===== src/common/type2_pkg.sv =====
// constants used by the command message handler
package type2_pkg;
    localparam int CMD_LEN = 8;
    localparam logic [2:0] LAST_BYTE = 3'h7;
    localparam logic [7:0] HDR_RSVD = 8'h00;
    localparam logic [3:0] HDR_AXIS = 4'h0;
    localparam logic [3:0] HDR_TYPE = 4'h2;
    localparam logic [7:0] OP_PARAM_WR = 8'h83;
    localparam logic [7:0] OP_PARAM_RD = 8'h84;
    localparam logic [7:0] OP_POS_RD = 8'h88;
    localparam logic [7:0] OP_AUX_RD = 8'h89;
    localparam logic [7:0] OP_UREG_WR = 8'h9e;
    localparam logic [7:0] OP_UREG_RD = 8'h9f;
    localparam logic [7:0] PARAM_ACCEL = 8'h1e;
    localparam logic [7:0] POS_ENC = 8'h00;
    localparam logic [7:0] POS_ABS = 8'h01;
    localparam logic [15:0] ACCEL_RST = 16'h0000;
    localparam logic [15:0] ZERO16 = 16'h0000;
    localparam logic [31:0] ZERO32 = 32'h0000_0000;

    typedef enum logic [1:0] {
        ST_RX = 2'b00,
        ST_CHECK = 2'b01,
        ST_LOAD = 2'b10,
        ST_TX = 2'b11
    } state_type;
endpackage


===== src/rtl/user_reg_file.sv =====
// 32-bit user register store with a registered read port
`timescale 1ns/1ps
module user_reg_file #(
    parameter int DW = 32,
    parameter int AW = 6
) (
    input wire logic mclk_i,
    input wire logic srst_i,
    input wire logic wr_en_i,
    input wire logic [AW-1:0] wr_addr_i,
    input wire logic [DW-1:0] wr_data_i,
    input wire logic rd_en_i,
    input wire logic [AW-1:0] rd_addr_i,
    output logic [DW-1:0] rd_data_o
);
    logic [DW-1:0] mem [2**AW];

    // array left unreset so it maps onto block memory
    always_ff @(posedge mclk_i) begin
        if (wr_en_i) begin
            mem[wr_addr_i] <= wr_data_i;
        end
    end

    always_ff @(posedge mclk_i) begin
        if (srst_i) begin
            rd_data_o <= '0;
        end else if (rd_en_i) begin
            rd_data_o <= mem[rd_addr_i];
        end
    end
endmodule // user_reg_file


===== src/rtl/type2_message_handler.sv =====
// command message handler: parses eight-byte commands and builds echo responses
//
// Summary of operation
// - byte 2 is the opcode, byte 3 the operand; together they pick the action.
// - response bytes 2 and 3 echo the command opcode and operand.
// - response byte 0 is zero, byte 1 holds axis 0 and type 2.
// - non-read commands answer status word in bytes 4-5, zero in 6-7.
// - status word is a bit pattern reporting fault, motion and similar.
// - readback only via these commands; 16 or 32 bits replace status.
// - command data is 16 bits in bytes 4-5 except for opcode 0x9e.
// - opcode 0x9e carries 32-bit data in bytes 4-7, msb first.
// - opcode 0x9f returns a 32-bit value in bytes 4-7, msb first.
// - opcode 0x83 writes 16-bit data to operand's parameter, answers status.
// - opcode 0x84 returns the parameter in bytes 4-5, zero in 6-7.
// - operand 0x1e selects acceleration rate in units of 10 rpm/s.
// - opcode 0x88 operand 1 returns 32-bit absolute position, msb first.
// - opcodes 0x84, 0x88, 0x89 place read data from byte 4 on.
// - opcode 0x88 operand 0 returns 32-bit encoder position, msb first.
// - user register operand is a register code selecting a 32-bit register.
`timescale 1ns/1ps
module type2_message_handler #(
    parameter int REG_AW = 6,
    parameter logic [15:0] ACCEL_RST = type2_pkg::ACCEL_RST
) (
    input wire logic mclk_i,
    input wire logic srst_i,
    input wire logic cmd_valid_i,
    input wire logic [7:0] cmd_byte_i,
    output logic cmd_ready_o,
    output logic resp_valid_o,
    output logic [7:0] resp_byte_o,
    output logic resp_last_o,
    input wire logic resp_ready_i,
    input wire logic [15:0] status_word_i,
    input wire logic [31:0] abs_pos_i,
    input wire logic [31:0] enc_pos_i,
    input wire logic [15:0] aux_word_i,
    output logic [15:0] accel_rate_cmd_o,
    output logic accel_wr_o,
    output logic hdr_err_o
);
    type2_pkg::state_type state;
    logic [2:0] cnt;
    logic [63:0] cmd_q;
    logic [63:0] resp_q;
    logic [7:0] opcode;
    logic [7:0] operand;
    logic [15:0] data16;
    logic [31:0] data32;
    logic hdr_ok;
    logic ureg_wr;
    logic ureg_rd;
    logic [31:0] ureg_data;
    logic [31:0] next_payload;

    assign opcode = cmd_q[47:40];
    assign operand = cmd_q[39:32];
    assign data16 = cmd_q[31:16];
    assign data32 = cmd_q[31:0];
    assign hdr_ok = (cmd_q[63:56] == type2_pkg::HDR_RSVD)
        && (cmd_q[55:48] == {type2_pkg::HDR_AXIS, type2_pkg::HDR_TYPE});

    assign cmd_ready_o = (state == type2_pkg::ST_RX);
    assign resp_valid_o = (state == type2_pkg::ST_TX);
    assign resp_byte_o = resp_q[63:56];
    assign resp_last_o = resp_valid_o && (cnt == type2_pkg::LAST_BYTE);

    always_ff @(posedge mclk_i) begin
        if (srst_i) begin
            state <= type2_pkg::ST_RX;
        end else begin
            case (state)
                type2_pkg::ST_RX: begin
                    if (cmd_valid_i && cnt == type2_pkg::LAST_BYTE) begin
                        state <= type2_pkg::ST_CHECK;
                    end
                end
                type2_pkg::ST_CHECK: begin
                    // a bad header is consumed without an answer, only hdr_err_o pulses, so framing stays aligned
                    state <= hdr_ok ? type2_pkg::ST_LOAD : type2_pkg::ST_RX;
                end
                type2_pkg::ST_LOAD: begin
                    state <= type2_pkg::ST_TX;
                end
                type2_pkg::ST_TX: begin
                    if (resp_ready_i && cnt == type2_pkg::LAST_BYTE) begin
                        state <= type2_pkg::ST_RX;
                    end
                end
                default: begin
                    state <= type2_pkg::ST_RX;
                end
            endcase
        end
    end

    // one byte counter serves both directions; they never overlap
    always_ff @(posedge mclk_i) begin
        if (srst_i) begin
            cnt <= '0;
        end else if ((state == type2_pkg::ST_RX && cmd_valid_i)
                     || (state == type2_pkg::ST_TX && resp_ready_i)) begin
            cnt <= cnt + 3'h1;
        end
    end

    always_ff @(posedge mclk_i) begin
        if (srst_i) begin
            cmd_q <= '0;
        end else if (state == type2_pkg::ST_RX && cmd_valid_i) begin
            cmd_q <= {cmd_q[55:0], cmd_byte_i};
        end
    end

    always_ff @(posedge mclk_i) begin
        if (srst_i) begin
            hdr_err_o <= 1'b0;
        end else begin
            hdr_err_o <= (state == type2_pkg::ST_CHECK) && !hdr_ok;
        end
    end

    // acceleration rate, 10 rpm/s per count
    always_ff @(posedge mclk_i) begin
        if (srst_i) begin
            accel_rate_cmd_o <= ACCEL_RST;
            accel_wr_o <= 1'b0;
        end else begin
            accel_wr_o <= 1'b0;
            if (state == type2_pkg::ST_CHECK && hdr_ok && opcode == type2_pkg::OP_PARAM_WR
                && operand == type2_pkg::PARAM_ACCEL) begin
                accel_rate_cmd_o <= data16;
                accel_wr_o <= 1'b1;
            end
        end
    end

    assign ureg_wr = (state == type2_pkg::ST_CHECK) && hdr_ok
        && (opcode == type2_pkg::OP_UREG_WR);
    assign ureg_rd = (state == type2_pkg::ST_CHECK) && hdr_ok
        && (opcode == type2_pkg::OP_UREG_RD);

    user_reg_file #(
        .DW(32),
        .AW(REG_AW)
    ) u_regs (
        .mclk_i(mclk_i),
        .srst_i(srst_i),
        .wr_en_i(ureg_wr),
        .wr_addr_i(operand[REG_AW-1:0]),
        .wr_data_i(data32),
        .rd_en_i(ureg_rd),
        .rd_addr_i(operand[REG_AW-1:0]),
        .rd_data_o(ureg_data)
    );

    always_comb begin
        case (opcode)
            type2_pkg::OP_PARAM_RD: begin
                // unknown parameters read back as zero
                next_payload = (operand == type2_pkg::PARAM_ACCEL)
                    ? {accel_rate_cmd_o, type2_pkg::ZERO16}
                    : type2_pkg::ZERO32;
            end
            type2_pkg::OP_POS_RD: begin
                if (operand == type2_pkg::POS_ENC) begin
                    next_payload = enc_pos_i;
                end else if (operand == type2_pkg::POS_ABS) begin
                    next_payload = abs_pos_i;
                end else begin
                    next_payload = type2_pkg::ZERO32;
                end
            end
            type2_pkg::OP_AUX_RD: begin
                next_payload = {aux_word_i, type2_pkg::ZERO16};
            end
            type2_pkg::OP_UREG_RD: begin
                next_payload = ureg_data;
            end
            default: begin
                next_payload = {status_word_i, type2_pkg::ZERO16};
            end
        endcase
    end

    always_ff @(posedge mclk_i) begin
        if (srst_i) begin
            resp_q <= '0;
        end else if (state == type2_pkg::ST_LOAD) begin
            resp_q <= {type2_pkg::HDR_RSVD, type2_pkg::HDR_AXIS, type2_pkg::HDR_TYPE,
                       opcode, operand, next_payload};
        end else if (state == type2_pkg::ST_TX && resp_ready_i) begin
            resp_q <= {resp_q[55:0], 8'h00};
        end
    end

    logic status_op;
    assign status_op = (opcode != type2_pkg::OP_PARAM_RD) && (opcode != type2_pkg::OP_POS_RD)
        && (opcode != type2_pkg::OP_AUX_RD) && (opcode != type2_pkg::OP_UREG_RD);

    property p_hdr_drop;
        @(posedge mclk_i) disable iff (srst_i)
        (state == type2_pkg::ST_CHECK && !hdr_ok) |=> (state == type2_pkg::ST_RX) && hdr_err_o;
    endproperty
    a_hdr_drop: assert property (p_hdr_drop) else $error("bad header not dropped");

    property p_one_resp;
        @(posedge mclk_i) disable iff (srst_i)
        (state == type2_pkg::ST_CHECK && hdr_ok) |=> (state == type2_pkg::ST_LOAD)
            ##1 resp_valid_o[*8];
    endproperty
    a_one_resp: assert property (p_one_resp) else $error("response not started");

    property p_header;
        @(posedge mclk_i) disable iff (srst_i)
        (state == type2_pkg::ST_LOAD) |=> resp_q[63:48] == 16'h0002;
    endproperty
    a_header: assert property (p_header) else $error("response header wrong");

    property p_echo;
        @(posedge mclk_i) disable iff (srst_i)
        (state == type2_pkg::ST_LOAD) |=> resp_q[47:32] == $past(cmd_q[47:32]);
    endproperty
    a_echo: assert property (p_echo) else $error("opcode or operand not echoed");

    property p_status;
        @(posedge mclk_i) disable iff (srst_i)
        (state == type2_pkg::ST_LOAD && status_op)
            |=> resp_q[31:0] == {$past(status_word_i), 16'h0000};
    endproperty
    a_status: assert property (p_status) else $error("status word missing");

    property p_accel_wr;
        @(posedge mclk_i) disable iff (srst_i)
        (state == type2_pkg::ST_CHECK && hdr_ok && opcode == 8'h83 && operand == 8'h1e)
            |=> accel_rate_cmd_o == $past(cmd_q[31:16]) && accel_wr_o;
    endproperty
    a_accel_wr: assert property (p_accel_wr) else $error("parameter write lost");

    property p_param_rd;
        @(posedge mclk_i) disable iff (srst_i)
        (state == type2_pkg::ST_LOAD && opcode == 8'h84 && operand == 8'h1e)
            |=> resp_q[31:0] == {$past(accel_rate_cmd_o), 16'h0000};
    endproperty
    a_param_rd: assert property (p_param_rd) else $error("parameter read wrong");

    property p_enc;
        @(posedge mclk_i) disable iff (srst_i)
        (state == type2_pkg::ST_LOAD && opcode == 8'h88 && operand == 8'h00)
            |=> resp_q[31:0] == $past(enc_pos_i);
    endproperty
    a_enc: assert property (p_enc) else $error("encoder position wrong");

    // position sits in bytes 4..7 of the shift register, msb first
    property p_abs;
        @(posedge mclk_i) disable iff (srst_i)
        (state == type2_pkg::ST_LOAD && opcode == 8'h88 && operand == 8'h01)
            |=> resp_q[31:0] == $past(abs_pos_i);
    endproperty
    a_abs: assert property (p_abs) else $error("absolute position wrong");

    property p_tx_end;
        @(posedge mclk_i) disable iff (srst_i)
        (resp_last_o && resp_ready_i) |=> cmd_ready_o && !resp_valid_o;
    endproperty
    a_tx_end: assert property (p_tx_end) else $error("response longer than 8 bytes");
endmodule // type2_message_handler


===== config.mk =====
export PLATFORM = sky130hd
export DESIGN_NAME = type2_message_handler
export DESIGN_NICKNAME = d
export VERILOG_FILES = /design/src/common/type2_pkg.sv /design/src/rtl/user_reg_file.sv /design/src/rtl/type2_message_handler.sv
export SDC_FILE = /design/constraint.sdc
export NUM_CORES = 2
export LEC_CHECK = 0
export BUFFER_PORTS_ARGS = -buffer_cell sky130_fd_sc_hd__buf_2
export CAP_MARGIN = 10
export CORE_MARGIN = 2
export CORE_UTILIZATION = 42
export DETAILED_ROUTE_END_ITERATION = 12
export GPL_ROUTABILITY_DRIVEN = 0
export PLACE_DENSITY_LB_ADDON = 0.2
export REMOVE_ABC_BUFFERS = 1
export SLEW_MARGIN = 15
export SYNTH_ARGS = -nofsm -noshare
export SYNTH_HDL_FRONTEND = slang
export SYNTH_SLANG_ARGS = --single-unit

===== constraint.sdc =====
create_clock -name mclk_i -period 7.1 [get_ports mclk_i]
set_input_delay 0.71 -clock mclk_i [delete_from_list [all_inputs] [get_ports mclk_i]]
set_output_delay 0.71 -clock mclk_i [all_outputs]
set_load 0.01 [all_outputs]

== After elaboration in Yosys (flattened, before gate mapping) ==
Memories as Yosys holds them, arrays and structs flattened. A register that Yosys moved wholly into a read port is not among the register bits.
Cells that the tools add are included.

* RAM bits: 2,048
* Word-level logic and storage cells: 58
* Input port bits: 108
* Memories kept: 1
* Flip-flop bits (word level): 151
* Output and inout bits: 29

* Multiplexer cells: 13
* $add $sub $neg: 1
* Reduce and logical (&&, ||, !) cells: 20
* Equality and inequality tests: 15

{| class="wikitable"
|+ Memory list
! name !! depth !! width !! rd ports !! clocked after Yosys merged registers in !! wr ports !! RTL line !! text
|-
| u_regs.mem || 64 || 32 || 1 || 1 || 1 || user_reg_file.sv:16 || <nowiki>logic [DW-1:0] mem [2**AW];</nowiki>
|}

{| class="wikitable"
|+ Operator list
! cell !! number
|-
| $pmux W32 S4 || 1
|-
| $mux W50 || 2
|-
| $mux W32 || 3
|-
| $eq A8 B8 Y1 const B || 6
|-
| $logic_not A8 Y1 || 2
|-
| $logic_and A1 B1 Y1 || 12
|-
| $eq A8 B1 Y1 const B || 1
|-
| $eq A8 B2 Y1 const B || 1
|-
| $eq A8 B5 Y1 const B || 1
|-
| $pmux W2 S4 || 1
|-
| $mux W2 || 3
|-
| $eq A2 B2 Y1 const B || 2
|-
| $ne A2 B1 Y1 const B || 2
|-
| $add A3 B1 Y3 const B || 1
|-
| $eq A3 B3 Y1 const B || 1
|-
| $mux W1 || 3
|-
| $eq A2 B1 Y1 const B || 1
|-
| $logic_not A2 Y1 || 1
|-
| $reduce_and A2 Y1 || 1
|-
| $reduce_bool A2 Y1 || 1
|-
| $reduce_or A2 Y1 || 1
|-
| $logic_not A1 Y1 || 1
|-
| $logic_or A1 B1 Y1 || 1
|}

== Depth between registers and ports, before layout ==
* Depth after elaboration: 6
* Mapped depth: 9

== Modules after synthesis ==
A second synthesis with hierarchy kept.

* Cell total of the unflattened synthesis: 4,570
* Area total of the unflattened synthesis: 86,663.1 um2

{| class="wikitable"
|+ Modules (own cells, without submodules)
! module !! sequential area each (um2) !! area each (um2) !! cells each !! times used
|-
| user_reg_file || 62,139.6 || 79,590.1 || 3,710 || 1
|-
| type2_message_handler || 3,022.9 || 7,073.0 || 860 || 1
|}

== Least setup slack after synthesis ==
OpenSTA, ideal clock, no wires.

* Kind: reg2reg
* Start: register cmd_q[33]
* End: memory u_regs.mem[33][0], enable pin
* Required time: 6.632 ns
* Data arrival time: 3.997 ns
* Buffers on the path: 2
* Cell stages (with the launch flop): 7
* Path slack: 2.635 ns
* Clock period less this slack: 4.465 ns
* Path through: dfxtp_1 > buf_2 > nand2b_1 > nor3_1 > clkbuf_1 > nand3_1 > nor3b_1

{| class="wikitable"
|+ RTL lines
! item !! RTL line !! text
|-
| from (decl) || type2_message_handler.sv:44 || <nowiki>logic [63:0] cmd_q;</nowiki>
|-
| from (signal assigned) || type2_message_handler.sv:111 || <nowiki>cmd_q <= {cmd_q[55:0], cmd_byte_i};</nowiki>
|-
| to (decl) || user_reg_file.sv:16 ||
|}

Straight into the memory's write port.

== Worst setup path after layout ==
* Start: register cmd_q[50]
* End: memory u_regs.mem[31][26], enable pin

* Longest elaborated chain between the ends: 6

{| class="wikitable"
|+ Ends and longest elaborated chain
! item !! RTL line !! text
|-
| $eq A8 B2 Y1 || type2_message_handler.sv:61 || <nowiki>&& (cmd_q[55:48] == {type2_pkg::HDR_AXIS, type2_pkg::HDR_TYPE});</nowiki>
|-
| $logic_and A1 B1 Y1 || type2_message_handler.sv:61 ||
|-
| $logic_and A1 B1 Y1 || type2_message_handler.sv:138 || <nowiki>assign ureg_wr = (state == type2_pkg::ST_CHECK) && hdr_ok</nowiki>
|-
| $logic_and A1 B1 Y1 || type2_message_handler.sv:139 || <nowiki>&& (opcode == type2_pkg::OP_UREG_WR);</nowiki>
|-
| $mux W1 || user_reg_file.sv:20 || <nowiki>if (wr_en_i) begin</nowiki>
|-
| $mux W1 (implied by the code) || user_reg_file.sv:21 || <nowiki>mem[wr_addr_i] <= wr_data_i;</nowiki>
|}

Every way passes these cells.

==> reports/metrics.cfg <==
[yosys]
synthCells=4586
synthArstFlopShare=0
synth_warnings=0
synth_top_area_share=0.713
ys_seq_elements=2231
synth_area_leader_cell=edfxtp_1
synth_most_common_cell=edfxtp_1
synth_edf_count=2048
synth_area_sq_um=86300
synthTopCellsByArea=edfxtp_1 (71%), mux4_2 (8.9%), mux2_2 (4.4%), dfxtp_1 (4.2%), o22ai_1 (1.4%)
synth-seq-area-share=0.755
synthFlopType=edfxtp_1
synth_cell_types=52
synth_area_per_cell_sq_um=18.8
yosys-top-cells-count=edfxtp_1 (2048), mux2_2 (340), mux4_2 (340), nand2_1 (279), o22ai_1 (190)

[cts]
cts_hold_buffers=0
htree_levels=4
postCtsResizedCells=0
clockRootBuffer=clkbuf_16
numClockSinks=2231
clockBufferDepth=3
post_cts_buffers=0
insertion_delay_ps=880
cts_buffers=223
cts_tree=yes
clk_pin_slew_worst_paths_ps=70

[placed_design]
dpl.cell_count=7239
numPortBuffers=136
hpwlAfterDp_mm=141

[run_status]
outcome=finished, final reports clean

[route]
first_pass_iters=8
drc_errors=0
routedWlPerCell_um=31.7
ant_nets=0
via_count=45517
wirelength_mm=243
viasPerCell=5.94
drt_iter0_drc=5681

[die]
std_cell_rows=166
dieHeight_um=457
dieArea_sq_um=209000
ios=137
die_w_um=457
start_util=0.422
core_area_sq_um=204000

[power_and_ir_drop]
leakage_nw=26.6
pwr-share-comb=0.009
p_per_area_nw_per_um2=266
ir_worst_vdd_mv=0.270
p_int_mw=20.9
sw_frac_of_total=0.201
switchingPower_mw=5.25
pwr-share-seq=0.546
clkPwrFrac=0.445
finalPower_mw=26.1

[global_routing]
grt_pass1_vias=44639
grt_pass1_wl_mm=343
grt_antenna_before_repair=11
grt_max_degree=118
grt_usage=0.230
grt_overflow=0

[sta]
fmax_mhz=227
rsz0062_at_grt=no
finalCritPeriodShare=0.621
final-setup-viol-count=0
worst_slew_pin_slew_ps=1210
min_period_ps=4410
slew_violations=0
skew_ps=71.3
fin_tns_setup_ps=0
hold_viol=0
slew_headroom=0.185

[min_path]
hold_class=input port to flop

[critical_path]
critPathMaxFanout=32
r2r_slack_ps=2690
critPathCaptureType=flop
critPathArrivalTime_ps=4850
startpoint_type=flop
worstPathRequired_ps=7540
crit_type=flop to flop

[flow_run]
maxCapViolCount=0

[final_layout]
fin_nets=4892
final_cells=7669
syn_to_final_growth_pct=13.9
drive_gt1_frac=0.283

==> per-layer routing <==
layer	vias up	global-route usage	routed length (um)
met5	-	0	0
met4	0	0.0848	9180
met3	331	0.0354	16800
met2	1859	0.362	115000
met1	24171	0.324	102000
li1	19156	-	-
==> area by class of cell <==
| class | instances | area [sq um] |
|---|---|---|
| diodes | 4 | 10.0 |
| well taps | 2688 | 3360 |
| fillers | 16954 | 106000 |
| repair buffers | 278 | 1970 |
| multi-input cells | 2047 | 20400 |
| clock buffers | 278 | 5900 |
| flip-flops and latches | 2231 | 65200 |
| inverters | 1 | 3.75 |
| clock inverters | 142 | 1330 |
==> power groups by stage <==
stage | logic (mW) | clock network (mW) | registers, mW
floorplan | 0.0620 | 0 | 14.6
global placement | 0.222 | 0 | 14.6
detailed placement | 0.227 | 0 | 14.6
CTS | 0.228 | 11.8 | 14.3
global route | 0.239 | 12.3 | 14.3
finish | 0.227 | 11.6 | 14.3
==> critical path, stage by stage (launching register included) <==
cell	delay, ps
dfxtp_1	340
nor4b_1	430
nand4_1	280
nor4_1	840
nand3_2	850
nor2_4	1170
==> flip-flops by register name (all words and copies together) (netlist names), named ones only <==
| signal | cells |
|---|---|
| accel_rate_cmd_o | 16 |
| u_regs.rd_data_o | 32 |
| state | 1 |
| hdr_err_o | 1 |
| cmd_q | 64 |
| cnt | 3 |
| u_regs.mem | 2048 |
| accel_wr_o | 1 |
| resp_q | 64 |
==> metrics by stage <==
stage          utilization  worst slack (ps)  hold WS (ps)  area (sq um)
6_report             0.481              2690          95.5         98200
5_1_grt              0.481              2500          73.3         98200
4_1_cts              0.480              2690          30.3         98100
3_5_place_dp         0.445              2690           442         90900
3_3_place_gp         0.444              2650           438         90800
2_1_floorplan            -            -15240           430         85000
==> path summary, 6_finish.rpt <==
| check | from | to | depth (start not counted) |
|---|---|---|---|
| max | cmd_q[50] | u_regs.mem[31][26] | 5 |
| min | cmd_byte_i[3] | cmd_q[3] | 3 |
| max reg2reg | cmd_q[50] | u_regs.mem[31][26] | 5 |
| min reg2reg | resp_q[57] | resp_q[57] | 2 |
==> layout by cell type (no fill, tap or decap), types with 16 or more instances in the layout <==
master     instances
nand2_1          276
clkinv_1          59
o211ai_1          36
nor2_1            40
dfxtp_1          146
nor3_1            54
a21oi_1          139
mux4_2           340
a22oi_1          112
a2111oi_0         18
clkbuf_16        226
buf_4            127
bufinv_16         20
mux2i_1          108
o22ai_1          190
clkbuf_1          47
a311oi_1          17
nor2b_1           22
o21ai_0           19
nor4_1            29
a21boi_0          16
o21bai_1          36
a222oi_1          16
dfxtp_2           23
a211oi_1          32
mux2_2           340
edfxtp_1        2048
clkinv_2          46
a2bb2oi_1         24
buf_2            135
nor2_4            57
a31oi_1           18
==> kinds of logic after synthesis <==
kind of cell,Yosys count,share of synthesized area
buf+inv,308,0.0150
mux,788,0.146
compound gates,689,0.0536
flops,2231,0.755
xor+xnor,1,0.000102
simple gates,567,0.0300
fa+ha+maj,2,0.000290
(Power assumes the default switching activity.)
